[src/shared/lbac_pkg.sv]
package lbac_pkg;
   localparam int            NUM_INIT      = 8;
   localparam int            ID_W          = 3;
   localparam logic [7:0]    OP_RD_LONG    = 8'h3E;
   localparam logic [7:0]    OP_WR_LONG    = 8'h3F;
   localparam logic [7:0]    OP_INQUIRY    = 8'h12;
   localparam logic [7:0]    OP_REQ_SENSE  = 8'h03;
   localparam logic [7:0]    OP_PRIO_RSV   = 8'hC0;
   localparam logic [15:0]   ECC_LEN       = 16'h0007;
   localparam logic [15:0]   SZ_SHORT      = 16'h0100;
   localparam logic [15:0]   SZ_SGL_MIN    = 16'h01EC;
   localparam logic [15:0]   SZ_SGL_MAX    = 16'h0214;
   localparam logic [15:0]   SZ_DBL_MIN    = 16'h03D8;
   localparam logic [15:0]   SZ_DBL_MAX    = 16'h0428;
   localparam logic [15:0]   BLK_RST       = 16'h0200;
   localparam logic [3:0]    SK_ILLEGAL    = 4'h5;
   localparam logic [3:0]    SK_UNIT_ATTN  = 4'h6;
   localparam logic [7:0]    ASC_BAD_FIELD = 8'h24;
   localparam logic [7:0]    ASC_UA        = 8'h29;
   localparam logic [7:0]    REG_UA        = 8'h00;
   localparam logic [7:0]    REG_BLK       = 8'h04;

   typedef enum logic {
      ST_IDLE = 1'b0,
      ST_XFER = 1'b1
   } lbac_fsm_t;

   typedef enum logic [1:0] {
      RK_PASS  = 2'b00,
      RK_GOOD  = 2'b01,
      RK_CHECK = 2'b10,
      RK_XFER  = 2'b11
   } lbac_kind_t;

   typedef struct packed {
      logic [7:0]  op;
      logic [7:0]  b1;
      logic [31:0] lba;
      logic [7:0]  b6;
      logic [15:0] len;
      logic [7:0]  ctl;
   } lbac_cdb_t;

   typedef struct packed {
      lbac_kind_t  kind;
      logic [3:0]  skey;
      logic [7:0]  asc;
      logic        valid;
      logic        ili;
      logic [31:0] info;
      logic        ua_sense;
      logic        seek;
      logic        wr;
      logic [31:0] lba;
   } lbac_res_t;
endpackage : lbac_pkg

[src/hw/lbac_top.sv]
// The strobed register port and the register addresses were decided locally.
module lbac_top (
   input  wire logic                core_clk,
   input  wire logic                rst_b,
   input  wire logic [7:0]          reg_addr,
   input  wire logic [31:0]         reg_wdata,
   input  wire logic                reg_wr,
   input  wire logic                reg_rd,
   output      logic [31:0]         reg_rdata,
   input  wire logic                cmd_vld,
   input  wire logic [2:0]          cmd_id,
   input  wire lbac_pkg::lbac_cdb_t cmd_cdb,
   output      logic                res_vld,
   output      lbac_pkg::lbac_res_t res,
   input  wire logic                ready_rise,
   input  wire logic                bus_rst,
   input  wire logic                mode_chg,
   input  wire logic [2:0]          mode_chg_id,
   input  wire logic [15:0]         mode_chg_size,
   input  wire logic                in_vld,
   input  wire logic [7:0]          in_byte,
   output      logic                in_rdy,
   output      logic                out_vld,
   output      logic [7:0]          out_byte,
   output      logic                out_ecc,
   output      logic                out_half,
   output      logic                out_last,
   input  wire logic                out_rdy,
   output      logic                xfer_done
);
   typedef struct packed {
      lbac_pkg::lbac_fsm_t st;
      logic [7:0]          ua;
      logic [15:0]         blk;
      logic [15:0]         len;
      logic [15:0]         hlen;
      logic [15:0]         idx;
      lbac_pkg::lbac_res_t res;
      logic                res_vld;
      logic [31:0]         rdata;
      logic                in_rdy;
      logic                out_vld;
      logic [7:0]          out_byte;
      logic                out_ecc;
      logic                out_half;
      logic                out_last;
      logic                done;
   } lbac_st_t;

   lbac_st_t s_ff;
   lbac_st_t nxt_s;

   // Expected image length and whether the block is split in two halves.
   function automatic logic [16:0] lbac_exp(input logic [15:0] b);
      if (b >= lbac_pkg::SZ_DBL_MIN && b <= lbac_pkg::SZ_DBL_MAX) begin
         lbac_exp = {1'b1, 16'(b + lbac_pkg::ECC_LEN + lbac_pkg::ECC_LEN)};
      end else begin
         lbac_exp = {1'b0, 16'(b + lbac_pkg::ECC_LEN)};
      end
   endfunction : lbac_exp

   // Position tag of an image byte: {second half, ECC byte}.
   function automatic logic [1:0] lbac_tag(input logic [15:0] i, input logic [15:0] h);
      if (i < h) begin
         lbac_tag = 2'b00;
      end else if (i < 16'(h + lbac_pkg::ECC_LEN)) begin
         lbac_tag = 2'b01;
      end else if (i < 16'(h + lbac_pkg::ECC_LEN + h)) begin
         lbac_tag = 2'b10;
      end else begin
         lbac_tag = 2'b11;
      end
   endfunction : lbac_tag

   logic        is_long;
   logic        exempt;
   logic        ua_hit;
   logic        rsv_bad;
   logic [16:0] exp_l;
   logic        len_ok;
   logic [16:0] diff;
   logic        take;

   assign take    = cmd_vld && s_ff.st == lbac_pkg::ST_IDLE;
   assign is_long = cmd_cdb.op == lbac_pkg::OP_RD_LONG || cmd_cdb.op == lbac_pkg::OP_WR_LONG;
   assign exempt  = cmd_cdb.op == lbac_pkg::OP_INQUIRY || cmd_cdb.op == lbac_pkg::OP_REQ_SENSE
                    || cmd_cdb.op == lbac_pkg::OP_PRIO_RSV;
   assign ua_hit  = s_ff.ua[cmd_id];
   assign rsv_bad = cmd_cdb.b1[4:0] != 5'h00 || cmd_cdb.b6 != 8'h00;
   assign exp_l   = lbac_exp(s_ff.blk);
   assign len_ok  = cmd_cdb.len == exp_l[15:0];
   assign diff    = {1'b0, cmd_cdb.len} - {1'b0, exp_l[15:0]};

   always_comb begin
      nxt_s         = s_ff;
      nxt_s.res_vld = 1'b0;
      nxt_s.done    = 1'b0;
      nxt_s.rdata   = 32'h0000_0000;
      if (reg_rd) begin
         if (reg_addr == lbac_pkg::REG_UA) begin
            nxt_s.rdata = {24'h00_0000, s_ff.ua};
         end else if (reg_addr == lbac_pkg::REG_BLK) begin
            nxt_s.rdata = {16'h0000, s_ff.blk};
         end
      end
      if (reg_wr && reg_addr == lbac_pkg::REG_BLK) begin
         nxt_s.blk = reg_wdata[15:0];
      end
      // Bytes go through untouched; only their position is tagged.
      if (s_ff.out_vld && out_rdy) begin
         nxt_s.out_vld = 1'b0;
         if (s_ff.out_last) begin
            nxt_s.st   = lbac_pkg::ST_IDLE;
            nxt_s.done = 1'b1;
         end else begin
            nxt_s.in_rdy = 1'b1;
         end
      end
      if (s_ff.in_rdy && in_vld) begin
         nxt_s.in_rdy   = 1'b0;
         nxt_s.out_vld  = 1'b1;
         nxt_s.out_byte = in_byte;
         {nxt_s.out_half, nxt_s.out_ecc} = lbac_tag(s_ff.idx, s_ff.hlen);
         nxt_s.out_last = s_ff.idx == 16'(s_ff.len - 16'h0001);
         nxt_s.idx      = 16'(s_ff.idx + 16'h0001);
      end
      // Commands arriving during a transfer are left to the bus layer, which answers busy.
      if (take) begin
         nxt_s.res_vld = 1'b1;
         nxt_s.res     = '0;
         nxt_s.res.lba = cmd_cdb.lba;
         nxt_s.res.wr  = cmd_cdb.op == lbac_pkg::OP_WR_LONG;
         if (ua_hit && !exempt) begin
            nxt_s.res.kind    = lbac_pkg::RK_CHECK;
            nxt_s.res.skey    = lbac_pkg::SK_UNIT_ATTN;
            nxt_s.res.asc     = lbac_pkg::ASC_UA;
            nxt_s.ua[cmd_id]  = 1'b0;
         end else begin
            nxt_s.res.kind = lbac_pkg::RK_PASS;
            if (cmd_cdb.op == lbac_pkg::OP_REQ_SENSE && ua_hit) begin
               nxt_s.res.ua_sense = 1'b1;
               nxt_s.res.skey     = lbac_pkg::SK_UNIT_ATTN;
               nxt_s.res.asc      = lbac_pkg::ASC_UA;
               nxt_s.ua[cmd_id]   = 1'b0;
            end
            if (cmd_cdb.op == lbac_pkg::OP_PRIO_RSV) begin
               nxt_s.ua[cmd_id] = 1'b0;
            end
            if (is_long) begin
               if (rsv_bad) begin
                  nxt_s.res.kind = lbac_pkg::RK_CHECK;
                  nxt_s.res.skey = lbac_pkg::SK_ILLEGAL;
                  nxt_s.res.asc  = lbac_pkg::ASC_BAD_FIELD;
               end else if (cmd_cdb.len == 16'h0000) begin
                  nxt_s.res.kind = lbac_pkg::RK_GOOD;
                  nxt_s.res.seek = 1'b1;
               end else if (!len_ok) begin
                  nxt_s.res.kind  = lbac_pkg::RK_CHECK;
                  nxt_s.res.skey  = lbac_pkg::SK_ILLEGAL;
                  nxt_s.res.asc   = lbac_pkg::ASC_BAD_FIELD;
                  nxt_s.res.valid = 1'b1;
                  nxt_s.res.ili   = 1'b1;
                  nxt_s.res.info  = {{15{diff[16]}}, diff};
               end else begin
                  nxt_s.res.kind = lbac_pkg::RK_XFER;
                  nxt_s.res.seek = 1'b1;
                  nxt_s.st       = lbac_pkg::ST_XFER;
                  nxt_s.len      = cmd_cdb.len;
                  nxt_s.hlen     = exp_l[16] ? {1'b0, s_ff.blk[15:1]} : s_ff.blk;
                  nxt_s.idx      = 16'h0000;
                  nxt_s.in_rdy   = 1'b1;
               end
            end
         end
      end
      // Set events come last so a flag set in the cycle of its clear stays set.
      if (mode_chg) begin
         nxt_s.blk = mode_chg_size;
         nxt_s.ua  = nxt_s.ua | ~(8'h01 << mode_chg_id);
      end
      if (ready_rise || bus_rst) begin
         nxt_s.ua = 8'hFF;
      end
      if (bus_rst) begin
         nxt_s.st      = lbac_pkg::ST_IDLE;
         nxt_s.in_rdy  = 1'b0;
         nxt_s.out_vld = 1'b0;
         nxt_s.res_vld = 1'b0;
      end
   end

   always_ff @(posedge core_clk or negedge rst_b) begin
      if (!rst_b) begin
         // Power-up counts as a reset, so every host starts with attention pending.
         s_ff <= '{st: lbac_pkg::ST_IDLE, ua: 8'hFF, blk: lbac_pkg::BLK_RST, res: '0,
                   default: '0};
      end else begin
         s_ff <= nxt_s;
      end
   end

   assign reg_rdata = s_ff.rdata;
   assign res_vld   = s_ff.res_vld;
   assign res       = s_ff.res;
   assign in_rdy    = s_ff.in_rdy;
   assign out_vld   = s_ff.out_vld;
   assign out_byte  = s_ff.out_byte;
   assign out_ecc   = s_ff.out_ecc;
   assign out_half  = s_ff.out_half;
   assign out_last  = s_ff.out_last;
   assign xfer_done = s_ff.done;

   a_ua_reset_all: assert property (@(posedge core_clk) disable iff (!rst_b)
      bus_rst |=> s_ff.ua == 8'hFF && s_ff.st == lbac_pkg::ST_IDLE)
      else $error("attention flags not all set after bus reset");
   a_ua_mode_others: assert property (@(posedge core_clk) disable iff (!rst_b)
      mode_chg |=> &(s_ff.ua | (8'h01 << $past(mode_chg_id))))
      else $error("mode change left another host without attention");
   a_ua_check_clear: assert property (@(posedge core_clk) disable iff (!rst_b)
      take && ua_hit && !exempt && !bus_rst && !ready_rise && !mode_chg |=>
      res_vld && res.kind == lbac_pkg::RK_CHECK && res.skey == lbac_pkg::SK_UNIT_ATTN
      && !s_ff.ua[$past(cmd_id)])
      else $error("flagged host did not get unit attention check");
   a_inquiry_keeps: assert property (@(posedge core_clk) disable iff (!rst_b)
      take && ua_hit && cmd_cdb.op == lbac_pkg::OP_INQUIRY |=>
      s_ff.ua[$past(cmd_id)] && res.kind == lbac_pkg::RK_PASS)
      else $error("inquiry disturbed attention flag");
   a_len_mismatch: assert property (@(posedge core_clk) disable iff (!rst_b)
      take && is_long && !(ua_hit && !exempt) && !rsv_bad && cmd_cdb.len != 16'h0000
      && !len_ok && !bus_rst |=> res.kind == lbac_pkg::RK_CHECK && res.ili && res.valid
      && res.asc == lbac_pkg::ASC_BAD_FIELD && s_ff.st == lbac_pkg::ST_IDLE && !in_rdy)
      else $error("length mismatch not reported");
   a_ili_long_only: assert property (@(posedge core_clk) disable iff (!rst_b)
      take && !is_long |=> !res.ili)
      else $error("incorrect length bit from a short command");
   a_zero_seek: assert property (@(posedge core_clk) disable iff (!rst_b)
      take && is_long && !ua_hit && !rsv_bad && cmd_cdb.len == 16'h0000 && !bus_rst |=>
      res.kind == lbac_pkg::RK_GOOD && res.seek && s_ff.st == lbac_pkg::ST_IDLE)
      else $error("zero length long command not a plain seek");
   a_last_count: assert property (@(posedge core_clk) disable iff (!rst_b)
      out_vld && out_last |-> s_ff.idx == s_ff.len && out_ecc)
      else $error("image ended at wrong byte count");
endmodule : lbac_top

[config.mk]
export PLATFORM = sky130hd
export DESIGN_NAME = lbac_top
export DESIGN_NICKNAME = d
export VERILOG_FILES = /design/src/shared/lbac_pkg.sv /design/src/hw/lbac_top.sv
export SDC_FILE = /design/constraint.sdc
export NUM_CORES = 1
export LEC_CHECK = 0
export ABC_CLOCK_PERIOD_IN_PS = 6190
export BUFFER_PORTS_ARGS = -buffer_cell sky130_fd_sc_hd__buf_4
export CAP_MARGIN = 40
export CORE_MARGIN = 2
export CORE_UTILIZATION = 50
export CTS_BUF_LIST = sky130_fd_sc_hd__clkbuf_4
export DETAILED_ROUTE_END_ITERATION = 6
export PLACE_DENSITY_LB_ADDON = 0.2
export SLEW_MARGIN = 25
export SYNTH_ARGS = -nofsm -noshare
export SYNTH_HDL_FRONTEND = slang
export SYNTH_SLANG_ARGS = --single-unit
[constraint.sdc]
create_clock -name core_clk -period 6.19 [get_ports core_clk]
set_input_delay 1.238 -clock core_clk [delete_from_list [all_inputs] [get_ports core_clk]]
set_output_delay 1.238 -clock core_clk [all_outputs]
set_load 0.02 [all_outputs]
==> key figures, run 1 <==
Outcome
  • Status: finished clean

Logic synthesis
  • EDFF count, synth: 0
  • Most used flip-flop cell after synthesis: dfrtp_1
  • Synth Warn #: 0
  • Synthesized area: 11,500 µm²
  • Yosys cell types: 78
  • Seq cells post-synth: 161
  • Seq/Total Area, Yosys: 35.3%
  • FFs w/ async S/R, synth: 100%
  • Syn avg cell area: 8.87 µm²
  • Syn Inst Count: 1,292

Worst setup path
  • Crit Path Class: flip-flop to flip-flop
  • Reg2reg path depth: 14
  • Critical Path Fanout Max: 18
  • Worst EP arrival: 4890 ps
  • R2r setup slk: 1780 ps
  • Reg-to-reg endpoint: s_ff[162]
  • Crit path capture type: flip-flop
  • CP startpoint kind: flip-flop
  • Reg2reg start: s_ff[192]
  • Critical Path Start: s_ff[192]
  • CP required: 6680 ps

Routing
  • Average vias per placed instance: 5.41
  • Antenna Violating Nets Remaining: 0
  • Vias: 9,221
  • Drt total wl: 28,200 µm
  • WL/cell: 16.5 µm
  • DRC viols: 0
  • First DRT Iteration DRCs: 479
  • First-pass DRT Iterations: 6

Die
  • FP Rows: 55
  • Die area: 24,100 µm²
  • Die Wd: 155 µm
  • Core Box Area: 22,600 µm²
  • Initial Util: 50.8%
  • I/O pin total: 290
  • Die height: 155 µm

Clocking
  • CTS root buf: clkbuf_4
  • # H-tree levels: 4
  • Hold_buf cts: 0
  • CTS tree: yes
  • Cells resized by post-CTS repair: 0
  • Clock buffer depth: 2
  • Clk_lat worst skew: 560 ps
  • Worst-path clk slew: 140 ps
  • CTS sink count: 161
  • # Post-CTS Setup Buffers: 0
  • TritonCTS buffer count: 17

Power
  • Leak: 6.45 nW
  • NetSw: 0.707 mW
  • Flop pwr share: 50.3%
  • VDD IR max: 0.000110 V
  • Clk pwr share: 29.8%
  • Power Density: 172 nW/µm²
  • Switching part of the total power: 31.5%
  • Pint: 1.54 mW
  • Comb pwr share: 20.0%

Layout
  • Design area: 13,000 µm²
  • # fillers: 2,047
  • Multi-input gate area: 6260 µm²
  • Fin nets: 1,648
  • Reg area: 4040 µm²
  • Share of post-route cells with drive strength above 1: 24.3%
  • Antenna cells: 0
  • Synthesis-to-finish area growth: 13.6%

Timing
  • Fmax: 227 MHz
  • Final Hold Fails: 0
  • Final min period: 4410 ps
  • Rel. slew slack: 48.3%
  • Slew Viols, Final: 0
  • Final clock skew: 23.5 ps
  • Worst slew pin tran: 775 ps
  • Setup violations, final: 0
  • Setup tns final: 0 ps
  • Unrepaired setup endpoints after global routing: false
  • Fin crit share: 71.2%
  • Hold WS: 491 ps

Place
  • GP Congestion: 0.870
  • Port buffer count: 241
  • Post-DP HPWL: 21,900 µm
  • DP Area: 12,700 µm²

Worst hold path
  • Hold EP: res[31]
  • Hold-critical path depth: 2
  • Hold crit path type: flip-flop to flip-flop
  • HP Start: res[31]

Flow run
  • Max cap viols: 0

Global route
  • Vias in the first global route: 8,866
  • Global-route wire length before repair: 45,800 µm
  • Tot GR Track Use: 23.6%
  • Grt ovf: 0
  • Antenna violations before repair: 0
  • Largest net degree at the start of global routing: 67
==> through the flow <==
step	util [%]	worst slack, ps	std cells	total power, mW
floorplan	-	2500	1312	1.43
global placement	56.0	1710	1671	1.58
detailed placement	56.2	1830	1673	1.59
CTS	57.6	1810	1705	2.26
global route	57.7	1460	1706	2.37
finish	57.7	1780	1706	2.24
==> cells by family after synthesis <==
kind of cell             after synthesis  share of synthesized area, %
AND/OR/NAND/NOR                      468                          19.1
other                                  1                        0.0327
buffers and inverters                206                          10.9
multiplexers                          74                          7.12
AO/OA/AOI/OAI                        209                          11.7
flip-flops                           161                          35.3
XOR/XNOR                              93                          7.11
adder cells (fa/ha/maj)               80                          8.80
==> cell type report <==
| cell class | instances | area share, % |
|---|---|---|
| Clock buffer | 18 | 1.04 |
| Clock inverter | 14 | 1.26 |
| Multi-Input combinational cell | 945 | 48.1 |
| Timing Repair Buffer | 249 | 14.8 |
| Inverter | 34 | 0.980 |
| Sequential cell | 161 | 31.0 |
| Tap cell | 285 | 2.74 |
==> power groups by stage <==
stage	registers [mW]	logic (mW)	clock network, mW
after floorplan	1.12	0.313	0
after global placement	1.15	0.436	0
after detailed placement	1.15	0.444	0
after CTS	1.13	0.446	0.690
after global routing	1.13	0.496	0.735
final	1.13	0.448	0.668
==> cells in the final DEF (no fill, tap or decap), types with 7 or more instances in the layout <==
cell type	netlist	routed
dfstp_2	9	9
inv_1	34	34
nor2b_1	9	8
buf_4	123	245
mux2_2	34	34
xor2_1	41	41
nor4_1	11	11
nand2_1	207	207
and2_1	7	7
dfrtp_1	152	152
conb_1	1	21
a31oi_1	12	11
o21ai_0	76	76
clkbuf_4	2	18
a21o_1	11	11
and3_1	20	20
o21a_1	12	12
nand2b_1	18	17
nor3_1	14	14
o31ai_1	7	7
nor2_1	93	93
nand3_1	34	34
ha_1	79	79
nand3b_1	8	8
mux2i_1	35	35
xnor2_1	52	52
a21oi_1	33	33
nand4_1	19	19
==> layer usage <==
metal	vias up	global-route usage [%]	share of wire, %	routed length (µm)
li1	4563	-	-	-
met1	4362	33.0	46	13000
met2	268	38.0	47	13100
met3	28	4.54	5.8	1630
met4	0	5.59	1.4	388
met5	-	0	0	0
==> how the worst max path moves through the flow <==
stage               slack, ps  cells past startpoint         to
floorplan                2500                     16    res[47]
global placement         1710                     13  s_ff[162]
detailed placement       1830                     14  s_ff[162]
CTS                      1810                     14  s_ff[162]
global route             1460                     14  s_ff[162]
finish                   1780                     14  s_ff[162]
==> flip-flops by register name (all words and copies together), names as in the netlist <==
| name | count |
|---|---|
| in_rdy | 1 |
| out_byte | 8 |
| out_ecc | 1 |
| out_half | 1 |
| out_last | 1 |
| out_vld | 1 |
| reg_rdata | 16 |
| res | 57 |
| res_vld | 1 |
| s_ff | 73 |
| xfer_done | 1 |
==> cell usage after synthesis, drive strengths merged (35+ instances only) <==
library cell	n	area, µm²
o21ai	82	414
clkbuf	42	165
ha	79	988
dfrtp	152	3800
mux2i	35	350
nand2	207	777
nor2	94	360
xor2	41	359
xnor2	52	455
buf	130	956
mux2	37	420
==> worst max-delay path, cell delays in order (launching register included) <==
cell     delay [ps]
dfrtp_1         500
or4_1           540
nor2_1          360
and2_1          470
nand2_1         120
nor2_1          120
o31ai_1         120
ha_1            430
nand2_1         100
nor2_1          180
nand3_1         230
nor2_4          500
buf_16          220
buf_4           240
mux2i_1         190
(Power assumes the default switching activity.)
==> inputs of run 2 (changes only) <==
ABC_CLOCK_PERIOD_IN_PS = 4200   (was 6190)
clock period = 4.2 ns   (was 6.19 ns; I/O delays follow)
==> run 2 against run 1 <==
Net effect: die area is the same; design area grew 1.1%; via count grew 1.1%; critical endpoint is now out_ecc; clock-buffer cell count shrank 1; worst setup slack lost 1500 ps; sequential cell count is the same; non-clock buffer count grew 22; global-route usage grew 0.40 points; highest routed layer unchanged; clock skew grew 3.3 ps.
==> key figures, run 2 (synthesis gave the netlist of run 1 again) <==
Place
  • Worst slack at placement: 262 ps (-1570 ps)
  • Post-DP HPWL: 22,200 µm (+1.2%)
  • Port buffer count: 241 (unchanged)
  • GP Congestion: 0.850 (-2.3%)

Layout
  • Share of post-route cells with drive strength above 1: 25.9% (+1.6 points)
  • Fin nets: 1,670 (+1.3%)
  • Final core utilization: 58.3% (+0.65 points)
  • Most flop-heavy register: s_ff
  • Most frequent cells in the layout: buf_4, nand2_1, dfrtp_1
  • Antenna cells: 0 (unchanged)
  • # fillers: 2,082 (+1.7%)
  • Reg area: 4040 µm² (about the same)
  • Multi-input gate area: 6290 µm² (+0.48%)
  • Synthesis-to-finish area growth: 14.9%
  • Max FFs per register: 73 (unchanged)
  • Most common cell after layout, fill and taps aside: buf_4

Clocking
  • # H-tree levels: 4 (unchanged)
  • Clk_lat worst skew: 600 ps (+40 ps)
  • Worst-path clk slew: 160 ps (+20 ps)
  • CTS tree: yes
  • CTS root buf: clkbuf_4
  • TritonCTS buffer count: 17 (unchanged)
  • CTS sink count: 161 (unchanged)
  • Clock buffer depth: 2 (unchanged)
  • Hold_buf cts: 0 (unchanged)
  • Cells resized by post-CTS repair: 0 (unchanged)
  • # Post-CTS Setup Buffers: 0 (unchanged)

Routing
  • Drt total wl: 28,800 µm (+2.2%)
  • Average vias per placed instance: 5.40 (about the same)
  • Vias: 9,327 (+1.1%)
  • WL/cell: 16.7 µm (+1.0%)
  • First-pass DRT Iterations: 5 (-1)
  • First DRT Iteration DRCs: 675 (+41%)
  • Antenna Violating Nets Remaining: 0 (unchanged)
  • DRC viols: 0 (unchanged)

Timing
  • Final min period: 3940 ps (-464 ps)
  • Final WS setup: 259 ps (-1530 ps)
  • Slew Viols, Final: 0 (unchanged)
  • Setup violations, final: 0 (unchanged)
  • Final Hold Fails: 0 (unchanged)
  • Final clock skew: 26.8 ps (+3.31 ps)
  • Rel. slew slack: 54.7% (+6.3 points)
  • Fmax: 254 MHz (+12%)
  • Worst slew pin tran: 680 ps (-95.2 ps)
  • Fin crit share: 93.8% (+23 points)

Die
  • FP Rows: 55 (unchanged)
  • I/O pin total: 290 (unchanged)
  • Die height: 155 µm (unchanged)
  • Die area: 24,100 µm² (unchanged)
  • Core Box Area: 22,600 µm² (unchanged)
  • Initial Util: 50.8% (unchanged)
  • Die Wd: 155 µm (unchanged)

Worst setup path
  • Crit Path Class: flip-flop to flip-flop
  • Critical Path Start: s_ff[148]
  • Worst EP arrival: 4410 ps (-480 ps)
  • Crit path capture type: flip-flop
  • Reg2reg start: s_ff[148]
  • CP startpoint kind: flip-flop
  • CP required: 4670 ps (-2010 ps)
  • R2r setup slk: 260 ps (-1530 ps)
  • Critical Path Fanout Max: 8 (-10)

Power
  • Leak: 6.55 nW (+1.5%)
  • Power consumption: 3.34 mW (+49%)
  • VDD IR max: 0.000199 V (+81%)
  • Power Density: 254 nW/µm² (+47%)

Global route
  • Global-route wire length before repair: 46,400 µm (+1.4%)
  • Antenna violations before repair: 0 (unchanged)
  • Grt ovf: 0 (unchanged)
  • Tot GR Track Use: 24.0% (+0.40 points)
  • Vias in the first global route: 8,999 (+1.5%)
  • Largest net degree at the start of global routing: 69 (+3.0%)

Flow run
  • Max cap viols: 0 (unchanged)

Outcome
  • Status: finished clean

Worst hold path
  • Hold crit path type: input port to async pin
==> run 2: cell types whose count changed in the layout (fill, tap and decap cells not counted), sizes merged <==
| cell | delta |
|---|---|
| buf | +22 |
| clkbuf | -1 |
| clkinv | -1 |
| clkinvlp | +1 |
==> run 2: worst max-delay path, stage by stage (launching register included) <==
cell      delay [ps]
dfrtp_1          500
or3_1            520
inv_1            100
ha_1             290
xor2_1           190
or4_1            400
o21ai_0          140
nand2b_1         210
xnor2_1          130
ha_1             270
a21o_1           190
a21o_1           170
a21oi_1          120
o21ai_0          160
a221oi_1         300
a32oi_1          130
==> run 2: report_power, final <==
part           internal (mW)  leakage (nW)  switching, mW
Clock                  0.371         0.152          0.630
Combinational          0.304          4.32          0.401
Sequential              1.60          2.08         0.0407
==> run 2: through the flow <==
step / cell area (µm²) / hold slack, ps / TNS, ps / cells
2_1_floorplan: 11500 / 447 / 0 / 1312
3_3_place_gp: 12800 / 460 / 0 / 1696
3_5_place_dp: 12800 / 463 / 0 / 1696
4_1_cts: 13100 / 207 / 0 / 1727
5_1_grt: 13200 / 218 / -1.21 / 1727
6_report: 13200 / 205 / 0 / 1727
==> run 2: layout make-up <==
cell class	count	share of cell area [%]
multi-input combinational	945	47.8
clock buffer	17	0.969
sequential	161	30.7
clock inverter	14	1.28
timing repair buffer	271	15.6
inverter	34	0.969
tap	285	2.71
==> run 2: path summary, 6_finish.rpt <==
path,cells after the start,end
hold reg to reg,2,res[19]
setup reg to reg,15,out_ecc
hold / removal,1,res[27]
setup / recovery,15,out_ecc
max in group asynchronous,2,s_ff[181]
min in group core_clk,3,res[17]
==> run 2: per-layer routing <==
metal  vias to the layer above  global-route usage [%]  wire length, µm
met5                         -                       0                0
met4                         0                    6.51              580
met3                        41                    4.21             1600
met2                       269                    39.0            13500
met1                      4424                    33.2            13100
li1                       4593                       -                -
